$ cat src/core/fbw_pkg.sv
// Package for the flexible beam weight extension framer.
// Assumes an APB register master and a byte-wide downstream sink on pclk.
package fbw_pkg;
	// Register byte offsets
	localparam logic [7:0] FBW_CTRL_OFS = 8'h00;
	localparam logic [7:0] FBW_CFG_OFS = 8'h04;
	localparam logic [7:0] FBW_PRB_OFS = 8'h08;
	localparam logic [7:0] FBW_STAT_OFS = 8'h0c;
	localparam logic [7:0] FBW_WDATA_OFS = 8'h10;
	localparam logic [7:0] FBW_BEAM_OFS = 8'h14;
	// CTRL fields
	localparam int FBW_CTRL_START_BIT = 0;
	localparam int FBW_CTRL_OMIT_BIT = 1;
	localparam int FBW_CTRL_RESTART_BIT = 2;
	localparam int FBW_CTRL_LE_BIT = 3;
	localparam int FBW_CTRL_CONT_EN_BIT = 4;
	localparam int FBW_CTRL_EF_BIT = 5;
	// Reset values
	localparam logic [5:0] FBW_CTRL_RST = 6'h04;
	localparam logic [31:0] FBW_CFG_RST = 32'h0000_0001;
	// Extension framing constants
	localparam logic [6:0] FBW_EXT_TYPE = 7'h0b;
	localparam logic [7:0] FBW_SECT_TYPE_A = 8'h01;
	localparam logic [7:0] FBW_SECT_TYPE_B = 8'h03;
	localparam logic [4:0] FBW_WIDTH_MAX = 5'h10;
	localparam logic [1:0] FBW_ALIGN_MASK = 2'h3;
	localparam logic [31:0] FBW_APB_ZERO = 32'h0000_0000;

	typedef enum logic [2:0] {
		FBW_IDLE = 3'b000,
		FBW_HDR = 3'b001,
		FBW_PARAM = 3'b011,
		FBW_BEAM = 3'b010,
		FBW_WGT = 3'b110,
		FBW_PAD = 3'b111,
		FBW_DONE = 3'b101
	} fbw_state_t;

	// Byte stream carrier
	typedef struct packed {
		logic valid;
		logic last;
		logic [7:0] data;
	} fbw_byte_t;

	// Configuration word: section type, comp header, comp param, bundle size
	typedef struct packed {
		logic [7:0] sect_type;
		logic [7:0] comp_hdr;
		logic [7:0] comp_param;
		logic [7:0] prb_bundle_size;
	} fbw_cfg_t;
endpackage : fbw_pkg

$ cat src/core/fbw_framer.sv
// Builds the flexible beam weight section extension as a byte stream.
// Assumes an APB master for setup and weights, and a sink with ready.
//
// Overview of operation
// - Extension flows distributed unit to radio unit.
// - Bundle size field sent; shared weights.
// - Little-endian swaps weight byte order.
// - Only section types one and three.
// - Omitted flag picks full or reduced layout.
// - Compression header sets weight width.
// - Block is one bundle's weight vector.
// - Per-bundle parameter precedes its bundle.
// - Bundle count is PRBs over bundle size.
// - Remainder adds one extra bundle.
// - Bundle size zero is refused.
// - Omitted drops header, params and weights.
// - Restart-on-gap bit, default one.
// - Continuity zero on last or disabled.
// - Weights signed, one to sixteen bits.
//
// The implementer's own choices: the APB slave port and the placing of the registers.
`timescale 1ns/10ps
module fbw_framer
	import fbw_pkg::*;
(
	input wire logic pclk,
	input wire logic presetn,
	input wire logic psel,
	input wire logic penable,
	input wire logic pwrite,
	input wire logic [7:0] paddr,
	input wire logic [31:0] pwdata,
	output logic [31:0] prdata,
	output logic pready,
	output logic pslverr,
	output fbw_byte_t tx_byte,
	input wire logic tx_ready,
	input wire logic [3:0] trx_count_m1
);
	// Ceiling of PRBs over bundle size
	function automatic logic [8:0] bundles_of(input logic [8:0] prbs, input logic [7:0] bsz);
		logic [8:0] q;
		q = 9'h000;
		// Zero size is refused anyway; keep the count defined
		if (bsz != 8'h00) begin
			q = prbs / {1'b0, bsz};
			if ((prbs % {1'b0, bsz}) != 9'h000) begin
				q = q + 9'h001;
			end
		end
		return q;
	endfunction

	logic [5:0] ctrl_ff;
	fbw_cfg_t cfg_ff;
	logic [8:0] prb_total_ff;
	logic [15:0] wdata_ff;
	logic wdata_full_ff;
	logic [15:0] beam_ff;
	logic err_ff;
	fbw_state_t state_ff;
	fbw_state_t nxt_state;
	logic [15:0] hdr_buf_ff;
	logic [2:0] idx_ff;
	logic [8:0] bund_ff;
	logic [4:0] trx_ff;
	logic byte_sel_ff;
	logic [15:0] len_ff;
	fbw_byte_t tx_ff;
	logic [8:0] bund_total;
	logic [15:0] words_per_bund;
	logic [15:0] body_bytes;
	logic [15:0] total_bytes;
	logic wr_acc;
	logic rd_acc;
	logic start_ok;
	logic advance;
	logic omit;
	logic wgt_bytes2;

	assign wr_acc = psel & penable & pwrite;
	assign rd_acc = psel & penable & ~pwrite;
	assign pready = 1'b1;
	assign omit = ctrl_ff[FBW_CTRL_OMIT_BIT];
	assign wgt_bytes2 = (cfg_ff.comp_hdr[4:0] > 5'h08);
	assign bund_total = bundles_of(prb_total_ff, cfg_ff.prb_bundle_size);
	// Weight bytes per bundle: I and Q for each chain
	assign words_per_bund = {11'h000, {1'b0, trx_count_m1} + 5'h01} << (wgt_bytes2 ? 2 : 1);
	// reduced layout carries beam indices only
	assign body_bytes = omit ? {6'h00, bund_total, 1'b0} :
		16'(bund_total) * (16'h0003 + words_per_bund) + 16'h0001;
	assign total_bytes = 16'h0005 + body_bytes;
	assign start_ok = ((cfg_ff.sect_type == FBW_SECT_TYPE_A) || (cfg_ff.sect_type == FBW_SECT_TYPE_B)) &&
		(cfg_ff.prb_bundle_size != 8'h00) && (prb_total_ff != 9'h000) &&
		(cfg_ff.comp_hdr[4:0] != 5'h00) && (cfg_ff.comp_hdr[4:0] <= FBW_WIDTH_MAX);
	assign advance = ~tx_ff.valid | tx_ready;
	assign tx_byte = tx_ff;
	assign pslverr = psel & penable & ~((paddr == FBW_CTRL_OFS) || (paddr == FBW_CFG_OFS) ||
		(paddr == FBW_PRB_OFS) || (paddr == FBW_STAT_OFS) || (paddr == FBW_WDATA_OFS) ||
		(paddr == FBW_BEAM_OFS));

	// Read mux
	always_comb begin
		if (paddr == FBW_CTRL_OFS) begin
			prdata = {26'h0, ctrl_ff};
		end else if (paddr == FBW_CFG_OFS) begin
			prdata = cfg_ff;
		end else if (paddr == FBW_PRB_OFS) begin
			prdata = {23'h0, prb_total_ff};
		end else if (paddr == FBW_STAT_OFS) begin
			prdata = {len_ff, 3'h0, bund_total, wdata_full_ff, err_ff, state_ff != FBW_IDLE, 1'b0};
		end else begin
			prdata = FBW_APB_ZERO;
		end
		if (!rd_acc) begin
			prdata = FBW_APB_ZERO;
		end
	end

	// Control register; start bit self-clears
	always_ff @(posedge pclk or negedge presetn) begin
		if (!presetn) begin
			ctrl_ff <= FBW_CTRL_RST;
		end else if (wr_acc && paddr == FBW_CTRL_OFS) begin
			ctrl_ff <= pwdata[5:0];
		end else begin
			ctrl_ff[FBW_CTRL_START_BIT] <= 1'b0;
		end
	end

	// Configuration registers
	always_ff @(posedge pclk or negedge presetn) begin
		if (!presetn) begin
			cfg_ff <= FBW_CFG_RST;
			prb_total_ff <= 9'h000;
		end else if (wr_acc && paddr == FBW_CFG_OFS && state_ff == FBW_IDLE) begin
			cfg_ff <= pwdata;
		end else if (wr_acc && paddr == FBW_PRB_OFS && state_ff == FBW_IDLE) begin
			prb_total_ff <= pwdata[8:0];
		end
	end

	// Error flag: set on refused start, set wins over clear
	always_ff @(posedge pclk or negedge presetn) begin
		if (!presetn) begin
			err_ff <= 1'b0;
		end else if (ctrl_ff[FBW_CTRL_START_BIT] && state_ff == FBW_IDLE && !start_ok) begin
			err_ff <= 1'b1;
		end else if (wr_acc && paddr == FBW_STAT_OFS && pwdata[2]) begin
			err_ff <= 1'b0;
		end
	end

	// Weight and beam holding words, weight writes ignored while full
	always_ff @(posedge pclk or negedge presetn) begin
		if (!presetn) begin
			wdata_ff <= 16'h0000;
			wdata_full_ff <= 1'b0;
			beam_ff <= 16'h0000;
		end else begin
			if (wr_acc && paddr == FBW_BEAM_OFS) begin
				beam_ff <= pwdata[15:0];
			end
			if (wr_acc && paddr == FBW_WDATA_OFS && !wdata_full_ff) begin
				wdata_ff <= pwdata[15:0];
				wdata_full_ff <= 1'b1;
			end else if (state_ff == FBW_WGT && advance && byte_sel_ff == wgt_bytes2) begin
				wdata_full_ff <= 1'b0;
			end
		end
	end

	// Next state
	always_comb begin
		nxt_state = state_ff;
		case (state_ff)
			FBW_IDLE: begin
				if (ctrl_ff[FBW_CTRL_START_BIT] && start_ok) begin
					nxt_state = FBW_HDR;
				end
			end
			FBW_HDR: begin
				if (advance && idx_ff == 3'h4) begin
					nxt_state = omit ? FBW_BEAM : FBW_PARAM;
				end
			end
			FBW_PARAM: begin
				if (advance && (bund_ff != 9'h000 || idx_ff[0])) begin
					nxt_state = FBW_BEAM;
				end
			end
			FBW_BEAM: begin
				if (advance && byte_sel_ff) begin
					if (!omit) begin
						nxt_state = FBW_WGT;
					end else if (bund_ff + 9'h001 == bund_total) begin
						nxt_state = FBW_PAD;
					end
				end
			end
			FBW_WGT: begin
				if (advance && wdata_full_ff && byte_sel_ff == wgt_bytes2 && idx_ff[0] &&
					trx_ff == {1'b0, trx_count_m1}) begin
					nxt_state = (bund_ff + 9'h001 == bund_total) ? FBW_PAD : FBW_PARAM;
				end
			end
			FBW_PAD: begin
				if (advance && (len_ff[1:0] & FBW_ALIGN_MASK) == FBW_ALIGN_MASK) begin
					nxt_state = FBW_DONE;
				end
			end
			FBW_DONE: begin
				if (advance) begin
					nxt_state = FBW_IDLE;
				end
			end
			default: begin
				nxt_state = FBW_IDLE;
			end
		endcase
	end

	// State register
	always_ff @(posedge pclk or negedge presetn) begin
		if (!presetn) begin
			state_ff <= FBW_IDLE;
		end else begin
			state_ff <= nxt_state;
		end
	end

	// Taken byte count and latched length word
	always_ff @(posedge pclk or negedge presetn) begin
		if (!presetn) begin
			len_ff <= 16'h0000;
			hdr_buf_ff <= 16'h0000;
		end else if (state_ff == FBW_IDLE) begin
			len_ff <= 16'h0000;
			// Length in 4-byte words, padding included
			hdr_buf_ff <= (total_bytes + 16'h0003) >> 2;
		end else if (advance && tx_ff.valid) begin
			len_ff <= len_ff + 16'h0001;
		end
	end

	// Sequencing counters
	always_ff @(posedge pclk or negedge presetn) begin
		if (!presetn) begin
			idx_ff <= 3'h0;
			bund_ff <= 9'h000;
			trx_ff <= 5'h00;
			byte_sel_ff <= 1'b0;
		end else if (state_ff == FBW_IDLE) begin
			idx_ff <= 3'h0;
			bund_ff <= 9'h000;
			trx_ff <= 5'h00;
			byte_sel_ff <= 1'b0;
		end else if (advance) begin
			case (state_ff)
				FBW_HDR: begin
					idx_ff <= (idx_ff == 3'h4) ? 3'h0 : idx_ff + 3'h1;
				end
				FBW_PARAM: begin
					idx_ff <= {2'h0, (bund_ff == 9'h000) & ~idx_ff[0]};
				end
				FBW_BEAM: begin
					byte_sel_ff <= ~byte_sel_ff;
					if (byte_sel_ff && omit) begin
						bund_ff <= bund_ff + 9'h001;
					end
				end
				FBW_WGT: begin
					if (wdata_full_ff) begin
						if (byte_sel_ff == wgt_bytes2) begin
							byte_sel_ff <= 1'b0;
							idx_ff <= {2'h0, ~idx_ff[0]};
							if (idx_ff[0]) begin
								if (trx_ff == {1'b0, trx_count_m1}) begin
									trx_ff <= 5'h00;
									bund_ff <= bund_ff + 9'h001;
								end else begin
									trx_ff <= trx_ff + 5'h01;
								end
							end
						end else begin
							byte_sel_ff <= 1'b1;
						end
					end
				end
				default: begin
				end
			endcase
		end
	end

	// Output byte register
	always_ff @(posedge pclk or negedge presetn) begin
		if (!presetn) begin
			tx_ff <= '0;
		end else if (advance) begin
			tx_ff <= '0;
			case (state_ff)
				FBW_HDR: begin
					tx_ff.valid <= 1'b1;
					case (idx_ff)
						3'h0: tx_ff.data <= {ctrl_ff[FBW_CTRL_EF_BIT], FBW_EXT_TYPE};
						3'h1: tx_ff.data <= hdr_buf_ff[15:8];
						3'h2: tx_ff.data <= hdr_buf_ff[7:0];
						3'h3: tx_ff.data <= {omit, ctrl_ff[FBW_CTRL_RESTART_BIT], 6'h00};
						default: tx_ff.data <= cfg_ff.prb_bundle_size;
					endcase
				end
				FBW_PARAM: begin
					tx_ff.valid <= 1'b1;
					tx_ff.data <= (bund_ff == 9'h000 && !idx_ff[0]) ? cfg_ff.comp_hdr : cfg_ff.comp_param;
				end
				FBW_BEAM: begin
					tx_ff.valid <= 1'b1;
					tx_ff.data <= byte_sel_ff ? beam_ff[7:0] :
						{ctrl_ff[FBW_CTRL_CONT_EN_BIT] & beam_ff[15] & (bund_ff + 9'h001 != bund_total),
						beam_ff[14:8]};
				end
				FBW_WGT: begin
					tx_ff.valid <= wdata_full_ff;
					if (!wgt_bytes2) begin
						tx_ff.data <= wdata_ff[7:0];
					end else begin
						tx_ff.data <= (byte_sel_ff ^ ctrl_ff[FBW_CTRL_LE_BIT]) ? wdata_ff[7:0] : wdata_ff[15:8];
					end
				end
				FBW_PAD: begin
					// zero padding
					// Taken count lags the byte standing here by one
					tx_ff.valid <= (len_ff[1:0] != 2'h3);
					tx_ff.last <= (len_ff[1:0] == 2'h2);
				end
				default: begin
				end
			endcase
		end
	end
endmodule // fbw_framer

$ cat config.mk
export PLATFORM = sky130hd
export DESIGN_NAME = fbw_framer
export DESIGN_NICKNAME = d
export VERILOG_FILES = /design/src/core/fbw_pkg.sv /design/src/core/fbw_framer.sv
export SDC_FILE = /design/constraint.sdc
export NUM_CORES = 1
export LEC_CHECK = 0
export BUFFER_PORTS_ARGS = -buffer_cell sky130_fd_sc_hd__buf_2
export CAP_MARGIN = 10
export CORE_MARGIN = 2
export CORE_UTILIZATION = 30
export CTS_BUF_LIST = sky130_fd_sc_hd__clkbuf_4
export CTS_CLUSTER_SIZE = 20
export DETAILED_ROUTE_END_ITERATION = 12
export MAX_ROUTING_LAYER = met4
export PLACE_DENSITY_LB_ADDON = 0.05
export SYNTH_ARGS = -nofsm -noshare
export SYNTH_HDL_FRONTEND = slang
export SYNTH_SLANG_ARGS = --single-unit
export TNS_END_PERCENT = 10
$ cat constraint.sdc
create_clock -name pclk -period 24.4 [get_ports pclk]
set_input_delay 4.88 -clock pclk [delete_from_list [all_inputs] [get_ports pclk]]
set_output_delay 4.88 -clock pclk [all_outputs]
set_load 0.005 [all_outputs]
# After elaboration in Yosys (flattened, before gate mapping)
# Index checks and enable logic that the tools add are counted.
dict set report classes {
  magnitude_cmp 2
  n_eq_ne 37
  n_mux 62
  mul 1
  n_div 2
  n_shift 1
  reduce_logical 67
  n_bitwise 15
  n_addsub 10
}
# cell count
set op_table {}
lappend op_table {{$mux 32} 5}
lappend op_table {{$mux 9} 9}
lappend op_table {{$pmux 8 s4} 2}
lappend op_table {{$mux 16} 3}
lappend op_table {{$mux 3} 15}
lappend op_table {{$mux 5} 7}
lappend op_table {{$add 16x1->16 const B} 2}
lappend op_table {{$mux 8} 4}
lappend op_table {{$logic_and 1x1->1} 30}
lappend op_table {{$reduce_bool 9->1} 3}
lappend op_table {{$pmux 3 s7} 1}
lappend op_table {{$add 9x1->9 const B} 2}
lappend op_table {{$pmux 9 s2} 1}
lappend op_table {{$add 16x2->16 const B} 1}
lappend op_table {{$add 2x16->16 const A} 1}
lappend op_table {{$add 3x16->16 const A} 1}
lappend op_table {{$eq 8x4->1 const B} 2}
lappend op_table {{$eq 8x5->1 const B} 2}
lappend op_table {{$mul 9x16->16} 1}
lappend op_table {{$reduce_bool 2->1} 8}
lappend op_table {{$shl 5x2->16} 1}
lappend op_table {{$ne 2x2->1 const B} 7}
lappend op_table {{$eq 3x2->1 const B} 4}
lappend op_table {{$eq 3x3->1 const B} 4}
lappend op_table {{45 further kinds} 81}
dict set report totals {
  input_bits 50
  output_inout_bits 44
  wordCells 218
  reg_bits 142
}

# Logic depth before layout (Yosys ltp)
# Gate-level depths: netlist (run 1).
dict set report logic_depth {
  word_depth 9
  ltp_mapped 86
  depth_no_buf 83
}

# Least setup slack after synthesis (run 1)
# OpenSTA, ideal clock, no wires.
dict set report synth_path {
  kind {register to output}
  start {register cfg_ff[7] (netlist bit)}
  end {output port prdata[9]}
  arrival_ps 14445
  path_stages_with_launch 62
  t_required_ps 19520
  slack_ps 5075
  path_buffers 5
  cell_sequence {dfrtp_1 > buf_6 > nor4_2 > nand2_1 > nor2_1 > a21oi_1 > a21oi_1 > ha_1 > o21a_1 > o311ai_0 > o211a_1 > ha_1 > o211ai_1 > a2111o_1 > o2111a_1 > or2_2 > ha_1 > or3_1 > [26 not listed] > a41o_1 > nor3_1 > clkbuf_1 > nor2_1 > a21o_1 > ha_1 > a211o_1 > a221o_1 > a211oi_1 > or4b_1 > a311o_1 > o211a_1 > nand3_1 > mux2i_1 > clkbuf_1 > nor2_1 > a21oi_1 > nor2_1}
}
dict set report synth_between {
  elab_chain_cells 9
  elab_cells_between_ends 12
}
# element line_no
set synth_lines {}
lappend synth_lines {{start, declared} fbw_framer.sv:55} ;# fbw_cfg_t cfg_ff;
lappend synth_lines {{start signal, assigned} fbw_framer.sv:137} ;# cfg_ff <= pwdata;
lappend synth_lines {{$div 9x8->9 / $mod 9x8->9 (equally long branches)} {fbw_framer.sv:46, fbw_framer.sv:47}}
lappend synth_lines {{$add 9x1->9 / $reduce_bool 9->1 (equally long branches)} {fbw_framer.sv:48, fbw_framer.sv:47}}
lappend synth_lines {{$mux 9} fbw_framer.sv:47} ;# if ((prbs % {1'b0, bsz}) != 9'h000) begin
lappend synth_lines {{$mux 9 *} fbw_framer.sv:45} ;# if (bsz != 8'h00) begin
lappend synth_lines {{$mux 32 *} fbw_framer.sv:110} ;# end else if (paddr == FBW_STAT_OFS) begin
lappend synth_lines {{$mux 32 *} fbw_framer.sv:108} ;# end else if (paddr == FBW_PRB_OFS) begin
lappend synth_lines {{$mux 32 *} fbw_framer.sv:106} ;# end else if (paddr == FBW_CFG_OFS) begin
lappend synth_lines {{$mux 32 *} fbw_framer.sv:104} ;# if (paddr == FBW_CTRL_OFS) begin
lappend synth_lines {{$mux 32 *} fbw_framer.sv:115} ;# if (!rd_acc) begin
lappend synth_lines {{end, declared} fbw_framer.sv:33} ;# output logic [31:0] prdata,
# Mark *: on every way between the ends. The rest lies on a longest branch, timed or not.

# Worst setup path in the final report (run 1)
dict set report layout_path {
  start {register cfg_ff[7] (netlist bit)}
  end {output port prdata[5]}
}
# The elaborated chain is that of the path after synthesis.

==> results of run 1 <==
-- cell usage after synthesis, drive strengths merged, types with 9 or more instances --
| library cell | count |
|---|---|
| o21ai | 96 |
| a31oi | 19 |
| clkbuf | 56 |
| nor4 | 9 |
| nand3 | 35 |
| nand4 | 13 |
| o21a | 16 |
| dfrtp | 140 |
| xnor2 | 40 |
| or3 | 21 |
| mux2i | 53 |
| inv | 122 |
| nand2 | 120 |
| or2 | 13 |
| o2111ai | 10 |
| mux2 | 74 |
| nor3 | 35 |
| nor2 | 182 |
| fa | 49 |
| a21oi | 74 |
| nor2b | 10 |
| a211oi | 12 |
| xor2 | 27 |
| o31ai | 15 |
| and2 | 11 |
| o211ai | 13 |
| a21o | 15 |
| ha | 91 |
| nand2b | 9 |
| and3 | 23 |
| a22o | 11 |
-- how the worst max path moves through the flow --
stage                     depth (start not counted)  startpoint  slack, ns         to
after detailed placement                         57   cfg_ff[7]       2.57  prdata[5]
after floorplan                                  61   cfg_ff[7]       5.07  prdata[9]
after global placement                           57   cfg_ff[7]       3.00  prdata[5]
after global routing                             59   cfg_ff[7]       0.40  prdata[5]
final                                            58   cfg_ff[7]       1.80  prdata[5]
after CTS                                        57   cfg_ff[7]       1.89  prdata[5]
-- critical path, delay by kind of cell (launching register included) --
kind | cells | cell delay [ns]
AND/OR/NAND/NOR | 16 | 5.87
AO/OA/AOI/OAI | 29 | 6.85
adder cells (fa/ha/maj) | 8 | 2.49
multiplexers | 2 | 0.80
flip-flops | 1 | 0.55
buffers and inverters | 3 | 0.55
-- registers in the layout, indices dropped and copies added (netlist names) --
| name | count |
|---|---|
| hdr_buf_ff | 14 |
| err_ff | 1 |
| len_ff | 16 |
| prb_total_ff | 9 |
| byte_sel_ff | 1 |
| ctrl_ff | 6 |
| idx_ff | 3 |
| tx_byte | 10 |
| wdata_ff | 16 |
| cfg_ff | 32 |
| trx_ff | 5 |
| state_ff | 3 |
| wdata_full_ff | 1 |
| bund_ff | 9 |
| beam_ff | 16 |
-- area by class of cell --
| class | instances | area share [%] |
|---|---|---|
| multi-input cells | 1229 | 61.9 |
| flip-flops and latches | 142 | 24.1 |
| well taps | 592 | 5.03 |
| repair buffers | 113 | 4.24 |
| inverters | 122 | 3.11 |
| clock buffers | 18 | 0.917 |
| clock inverters | 12 | 0.662 |
| diodes | 3 | 0.0510 |
-- report_power, final --
part,leakage (nW),switching [W],internal [W]
registers,1.93,0.00000339,0.000238
logic,5.00,0.0000435,0.0000246
clock network,0.127,0.0000986,0.0000496
total,7.06,0.000145,0.000312
-- per-stage QoR --
| step | total power (W) | utilization [%] |
|---|---|---|
| CTS | 0.000465 | 33.4 |
| finish | 0.000458 | 33.5 |
| detailed placement | 0.000314 | 32.9 |
| global placement | 0.000314 | 32.9 |
| floorplan | 0.000286 | - |
| global route | 0.000483 | 33.5 |
-- logic make-up (layout without fill, tap and decap cells) --
logic type / Yosys count / count (layout) / share of synthesized area, %
buf+inv: 186 / 265 / 5.38
simple gates: 509 / 509 / 18.1
fa+ha+maj: 140 / 140 / 15.9
mux: 127 / 127 / 10.2
compound gates: 370 / 370 / 19.2
xor+xnor: 67 / 67 / 4.41
flops: 142 / 142 / 26.7
other cells: 2 / 19 / 0.0564
-- routing by layer --
| metal | up-vias | global-route usage [%] |
|---|---|---|
| li1 | 5687 | - |
| met1 | 5837 | 26.3 |
| met2 | 214 | 37.1 |
| met3 | 34 | 2.33 |
| met4 | 0 | 4.91 |
| met5 | - | - |
-- cells in the final DEF (no fill, tap or decap), types with 16 or more instances in the layout --
cell | Yosys | final
sky130_fd_sc_hd__dfrtp_1 | 140 | 140
sky130_fd_sc_hd__conb_1 | 2 | 16
sky130_fd_sc_hd__ha_1 | 91 | 91
sky130_fd_sc_hd__nor2_1 | 182 | 182
sky130_fd_sc_hd__or3_1 | 21 | 21
sky130_fd_sc_hd__buf_2 | 2 | 91
sky130_fd_sc_hd__nand3_1 | 35 | 35
sky130_fd_sc_hd__o21ai_0 | 91 | 91
sky130_fd_sc_hd__mux2i_1 | 53 | 52
sky130_fd_sc_hd__buf_4 | 2 | 21
sky130_fd_sc_hd__nand2_1 | 120 | 120
sky130_fd_sc_hd__mux2_2 | 74 | 74
sky130_fd_sc_hd__and3_1 | 23 | 23
sky130_fd_sc_hd__xor2_1 | 27 | 27
sky130_fd_sc_hd__inv_1 | 121 | 121
sky130_fd_sc_hd__a21oi_1 | 73 | 73
sky130_fd_sc_hd__xnor2_1 | 40 | 40
sky130_fd_sc_hd__fa_1 | 49 | 49
sky130_fd_sc_hd__nor3_1 | 35 | 31
sky130_fd_sc_hd__clkbuf_4 | 0 | 18
sky130_fd_sc_hd__o21a_1 | 16 | 16
sky130_fd_sc_hd__a31oi_1 | 19 | 19
==> impl_table.tex, run 1 <==
\begin{tabular}{lr}
\hline
Metric & Value \\
\hline
\multicolumn{2}{l}{\textbf{Outcome}} \\
Status & finished clean \\
\multicolumn{2}{l}{\textbf{Hold path}} \\
Hold path cells & 2 \\
Sink of the worst hold path & hdr\_buf\_ff[2] \\
Min-Delay Path Class & flip-flop to flip-flop \\
Worst Min Path Start & hdr\_buf\_ff[2] \\
\multicolumn{2}{l}{\textbf{Route}} \\
Detail-routed via count per cell & 5.28 \\
Antenna Violating Nets Remaining & 0 \\
Total met3 wirelength after detailed routing & 1380 µm \\
First-pass iteration count of the detailed router & 5 \\
Drt first-iter violations & 771 \\
Drt drc & 0 \\
Met1 Routed Length & 21,100 µm \\
Count of vias placed by the detailed router & 11,800 \\
Max Used Layer & met4 \\
Post-DR wirelength/cell & 21.1 µm \\
Met2 WL & 23,900 µm \\
Routed WL & 47,200 µm \\
\multicolumn{2}{l}{\textbf{Synth}} \\
Area of the mapped netlist & 0.0133 mm² \\
Number of standard cells after synthesis & 1,543 \\
Async set-or-reset flop fraction in the synthesized netlist & 100\% \\
Number of synthesis warnings & 0 \\
Prevailing post-synth register cell & sky130\_fd\_sc\_hd\_\_dfrtp\_1 \\
Dominant cell type by area after synthesis & sky130\_fd\_sc\_hd\_\_dfrtp\_1 \\
Post-synth EDFFs & 0 \\
Number of library cell types mapped by synthesis & 85 \\
Synthesized flop and latch total & 142 \\
Portion of the post-synthesis area used by sequential elements & 26.7\% \\
Portion of synthesized cell area occupied by the leading cell type & 26.3\% \\
Leading cell types by total area after synthesis & sky130\_fd\_sc\_hd\_\_dfrtp\_1, sky130\_fd\_sc\_hd\_\_ha\_1, sky130\_fd\_sc\_hd\_\_fa\_1, sky130\_fd\_sc\_hd\_\_mux2\_2, sky130\_fd\_sc\_hd\_\_nor2\_1 \\
Per-instance average area after synthesis & 8.62 µm² \\
\multicolumn{2}{l}{\textbf{Worst setup path}} \\
Setup Crit Path Kind & flip-flop to output pin \\
Cell with the largest stage delay on the worst path & sky130\_fd\_sc\_hd\_\_nor4\_2 \\
Endpoint class of the critical path & output pin \\
Endpoint of the most critical register-to-register path & hdr\_buf\_ff[13] \\
Data arrival at the endpoint of the critical path & 17.72 ns \\
Category of the worst setup path launch point & flip-flop \\
Number of cells traversed by the worst register-to-register path & 74 \\
Largest stage delay, worst path & 0.82 ns \\
Critical Path Most Common Cell & sky130\_fd\_sc\_hd\_\_ha\_1 \\
Worst flop-to-flop path startpoint & cfg\_ff[7] \\
Slack of the worst reg-to-reg path & 2.74 ns \\
Data required time at the worst endpoint & 19.52 ns \\
Maximum fanout count along the critical path & 10 \\
\multicolumn{2}{l}{\textbf{Placement}} \\
Detailed-placement wirelength estimate & 36,400 µm \\
Number of cells in the design after placement & 2,198 \\
DP Area & 0.0145 mm² \\
Number of port buffers & 92 \\
Pre-CTS setup slack & 2.57 ns \\
RePlAce Congestion & 0.844 \\
\multicolumn{2}{l}{\textbf{Power}} \\
Leakage power summed over all cells & 7.06 nW \\
VDD IR max & 0.0344 mV \\
Power Density & 31.1 mW/mm² \\
\multicolumn{2}{l}{\textbf{STA}} \\
Share of the clock period used by the worst path after layout & 92.6\% \\
Setup repair after global routing missed its margin & false \\
Final critical delay including setup and external delays & 22.60 ns \\
Fmax achieved & 0.0442 GHz \\
Final worst clock skew & 0.0426 ns \\
Fin. max-slew vios & 0 \\
Number of endpoints failing setup at the final stage & 0 \\
Final hold viol count & 0 \\
Worst hold margin & 0.509 ns \\
Setup slack after layout & 1.80 ns \\
Setup tns final & 0 ns \\
Slew @ Worst Pin & 1.12 ns \\
Slew HR & 24.9\% \\
\multicolumn{2}{l}{\textbf{Clock network}} \\
Post-cts gate resize count & 0 \\
Number of setup buffers added after CTS & 0 \\
Post-CTS clock slew at the launch and capture registers of the worst setup and hold paths & 0.14 ns \\
H-tree levels & 4 \\
Number of buffers inserted during clock tree synthesis & 17 \\
Maximum count of clock buffers along a single path & 2 \\
CTS sink count & 142 \\
Later-pin clock latency in the skew report & 0.61 ns \\
CTS root buf & sky130\_fd\_sc\_hd\_\_clkbuf\_4 \\
Hold Buf Count CTS & 0 \\
CTS tree & yes \\
\multicolumn{2}{l}{\textbf{Cells and area}} \\
Proportion of layout cells with a drive suffix above 1 & 15.2\% \\
P\&R area growth vs syn & 10.7\% \\
Post-layout instance count excluding filler cells & 2,231 \\
Count of fill cells added during filler insertion & 4,702 \\
Total area of sequential cells & 0.00356 mm² \\
Area of the multi-input gates & 0.00911 mm² \\
Finished layout cell area & 0.0147 mm² \\
\# nets final & 1,815 \\
\multicolumn{2}{l}{\textbf{GRT}} \\
Pin count of the biggest net entering global routing & 76 \\
Number of global-route vias before repair & 12,000 \\
Global-route congestion overflow total & 0 \\
Tot GR Track Use & 21.3\% \\
Global-route wire length before repair & 72,900 µm \\
Number of antenna violations at the first check in global routing & 3 \\
\multicolumn{2}{l}{\textbf{Run}} \\
Number of maximum-capacitance violations & 0 \\
\multicolumn{2}{l}{\textbf{Floorplan}} \\
Std-Cell Core Area & 0.0440 mm² \\
Die Outline Area & 0.0461 mm² \\
Starting density of the core & 30.2\% \\
Total I/O pin count & 94 \\
Y dimension of the die & 215 µm \\
Site Rows & 77 \\
Chip Width & 215 µm \\
\hline
\end{tabular}
(Power assumes the default switching activity.)
==> run 2, diff against run 1 <==
--- a/config.mk
+++ b/config.mk
@@ -17,4 +17,3 @@
 export SYNTH_ARGS = -nofsm -noshare
 export SYNTH_HDL_FRONTEND = slang
 export SYNTH_SLANG_ARGS = --single-unit
-export TNS_END_PERCENT = 10
==> constraint.sdc (replaced) <==
create_clock -name pclk -period 27.3 [get_ports pclk]
set_input_delay 5.46 -clock pclk [delete_from_list [all_inputs] [get_ports pclk]]
set_output_delay 5.46 -clock pclk [all_outputs]
set_load 0.005 [all_outputs]
==> impl_table.tex, run 2 (synthesis gave the netlist of run 1 again) <==
\begin{tabular}{lr}
\hline
Metric & Value \\
\hline
\multicolumn{2}{l}{\textbf{Clock network}} \\
CTS root buf & sky130\_fd\_sc\_hd\_\_clkbuf\_4 \\
CTS tree & yes \\
Post-cts gate resize count & 0 \\
Hold Buf Count CTS & 0 \\
Number of setup buffers added after CTS & 0 \\
Post-CTS clock slew at the launch and capture registers of the worst setup and hold paths & 0.15 ns \\
Maximum count of clock buffers along a single path & 2 \\
CTS sink count & 142 \\
Later-pin clock latency in the skew report & 0.62 ns \\
Number of buffers inserted during clock tree synthesis & 17 \\
H-tree levels & 4 \\
\multicolumn{2}{l}{\textbf{Outcome}} \\
Status & finished clean \\
\multicolumn{2}{l}{\textbf{Route}} \\
First-pass iteration count of the detailed router & 6 \\
Routed WL & 47,100 µm \\
Antenna Violating Nets Remaining & 0 \\
Drt drc & 0 \\
Total met3 wirelength after detailed routing & 1220 µm \\
Count of vias placed by the detailed router & 11,800 \\
Met1 Routed Length & 21,400 µm \\
Detail-routed via count per cell & 5.30 \\
Post-DR wirelength/cell & 21.1 µm \\
Met2 WL & 23,500 µm \\
Drt first-iter violations & 749 \\
Max Used Layer & met4 \\
\multicolumn{2}{l}{\textbf{Placement}} \\
RePlAce Congestion & 0.857 \\
Pre-CTS setup slack & 4.30 ns \\
Detailed-placement wirelength estimate & 36,400 µm \\
Number of port buffers & 92 \\
\multicolumn{2}{l}{\textbf{Worst setup path}} \\
Cell family with most CP delay & compound AO/OA/AOI/OAI gates \\
Cell with the largest stage delay on the worst path & sky130\_fd\_sc\_hd\_\_nor3\_2 \\
Category of the worst setup path launch point & flip-flop \\
Critical Path Most Common Cell & sky130\_fd\_sc\_hd\_\_ha\_1 \\
Data arrival at the endpoint of the critical path & 18.37 ns \\
Number of cells traversed by the worst register-to-register path & 74 \\
Setup Crit Path Kind & flip-flop to output pin \\
First element of the critical path & cfg\_ff[7] \\
Endpoint class of the critical path & output pin \\
Critical path depth & 58 \\
Data required time at the worst endpoint & 21.84 ns \\
Maximum fanout count along the critical path & 17 \\
Largest stage delay, worst path & 0.93 ns \\
Number of buffer and inverter stages on the critical path & 3 \\
Worst flop-to-flop path startpoint & cfg\_ff[7] \\
\multicolumn{2}{l}{\textbf{STA}} \\
Share of the clock period used by the worst path after layout & 87.3\% \\
Number of endpoints failing setup at the final stage & 0 \\
Setup slack after layout & 3.47 ns \\
Slew HR & 22.5\% \\
Worst hold margin & 0.506 ns \\
Final worst clock skew & 0.0451 ns \\
Final critical delay including setup and external delays & 23.83 ns \\
Slew @ Worst Pin & 1.16 ns \\
Fin. max-slew vios & 0 \\
Setup repair after global routing missed its margin & false \\
Fmax achieved & 0.0420 GHz \\
Final hold viol count & 0 \\
Setup tns final & 0 ns \\
\multicolumn{2}{l}{\textbf{Power}} \\
VDD IR max & 0.0308 mV \\
Int Power & 0.000301 W \\
Switching part of the total power & 31.1\% \\
Power Density & 29.5 mW/mm² \\
Sw Pwr & 0.000135 W \\
Clk pwr share & 36.7\% \\
Leakage power summed over all cells & 7.09 nW \\
Relative contribution of combinational cells to total power & 13.8\% \\
Sequential power share & 49.5\% \\
\multicolumn{2}{l}{\textbf{Floorplan}} \\
Total I/O pin count & 94 \\
Y dimension of the die & 215 µm \\
Die Outline Area & 0.0461 mm² \\
Site Rows & 77 \\
Std-Cell Core Area & 0.0440 mm² \\
Chip Width & 215 µm \\
Starting density of the core & 30.2\% \\
\multicolumn{2}{l}{\textbf{GRT}} \\
Global-route wire length before repair & 73,200 µm \\
Pin count of the biggest net entering global routing & 77 \\
Global-route congestion overflow total & 0 \\
Tot GR Track Use & 21.3\% \\
Number of global-route vias before repair & 12,100 \\
Number of antenna violations at the first check in global routing & 2 \\
\multicolumn{2}{l}{\textbf{Cells and area}} \\
Proportion of layout cells with a drive suffix above 1 & 15.3\% \\
Most frequent cells in the layout & sky130\_fd\_sc\_hd\_\_nor2\_1, sky130\_fd\_sc\_hd\_\_dfrtp\_1, sky130\_fd\_sc\_hd\_\_inv\_1, sky130\_fd\_sc\_hd\_\_nand2\_1 \\
Number of flip-flops under the largest register name & 32 \\
\# nets final & 1,814 \\
P\&R area growth vs syn & 11.2\% \\
Most common cell after layout, fill and taps aside & sky130\_fd\_sc\_hd\_\_nor2\_1 \\
Register ranked first by flip-flop count & cfg\_ff \\
\multicolumn{2}{l}{\textbf{Hold path}} \\
Hold path cells & 2 \\
Min-Delay Path Class & flip-flop to flip-flop \\
Worst Min Path Start & hdr\_buf\_ff[1] \\
\multicolumn{2}{l}{\textbf{Run}} \\
Number of maximum-capacitance violations & 0 \\
\hline
\end{tabular}
[run 2: area by class of cell]
| cell class | count | area [µm²] |
|---|---|---|
| fill | 4678 | 29200 |
| multi-input combinational | 1229 | 9110 |
| sequential | 142 | 3560 |
| tap | 592 | 741 |
| timing repair buffer | 112 | 617 |
| inverter | 122 | 458 |
| clock inverter | 13 | 164 |
| clock buffer | 19 | 143 |
| antenna | 2 | 5.00 |
[run 2: per-stage QoR]
stage | std cells | power (W) | instance area (µm²) | utilization, %
after global placement | 2197 | 0.000281 | 14500 | 32.9
after detailed placement | 2197 | 0.000281 | 14500 | 32.9
after floorplan | 1557 | 0.000255 | 13400 | -
after CTS | 2229 | 0.000442 | 14800 | 33.6
final | 2231 | 0.000436 | 14800 | 33.6
after global routing | 2231 | 0.000457 | 14800 | 33.6
[run 2: worst reg2reg max path, delay by kind of cell (launching register included)]
| family | cells | cell delay [ns] |
|---|---|---|
| and+or+nand+nor | 19 | 6.49 |
| buffers and inverters | 6 | 0.98 |
| AOI/OAI and AO/OA | 31 | 7.83 |
| DFF | 1 | 0.55 |
| xor gates and xnor gates | 2 | 0.36 |
| muxes | 3 | 1.27 |
| adders and majority gates | 13 | 4.85 |
[run 2: power by group through the flow]
| stage | clock network (W) | registers [W] | logic (W) |
|---|---|---|---|
| floorplan | 0 | 0.000218 | 0.0000371 |
| global placement | 0 | 0.000220 | 0.0000611 |
| detailed placement | 0 | 0.000220 | 0.0000608 |
| CTS | 0.000165 | 0.000216 | 0.0000613 |
| global route | 0.000172 | 0.000216 | 0.0000689 |
| finish | 0.000160 | 0.000216 | 0.0000603 |
[run 2: worst paths after layout]
kind | to | slack (ns)
hold / removal | hdr_buf_ff[1] | 0.51
hold reg to reg | hdr_buf_ff[1] | 0.51
setup reg to reg | hdr_buf_ff[13] | 4.88
min in group asynchronous | prb_total_ff[5] | 4.88
setup / recovery | prdata[5] | 3.47
max in group asynchronous | hdr_buf_ff[4] | 20.93
[run 2: metal layers]
layer  track usage, %  vias to the layer above
li1                 -                     5689
met1             26.3                     5852
met2             36.7                      236
met3             2.54                       57
met4             5.76                        0
met5                -                        -
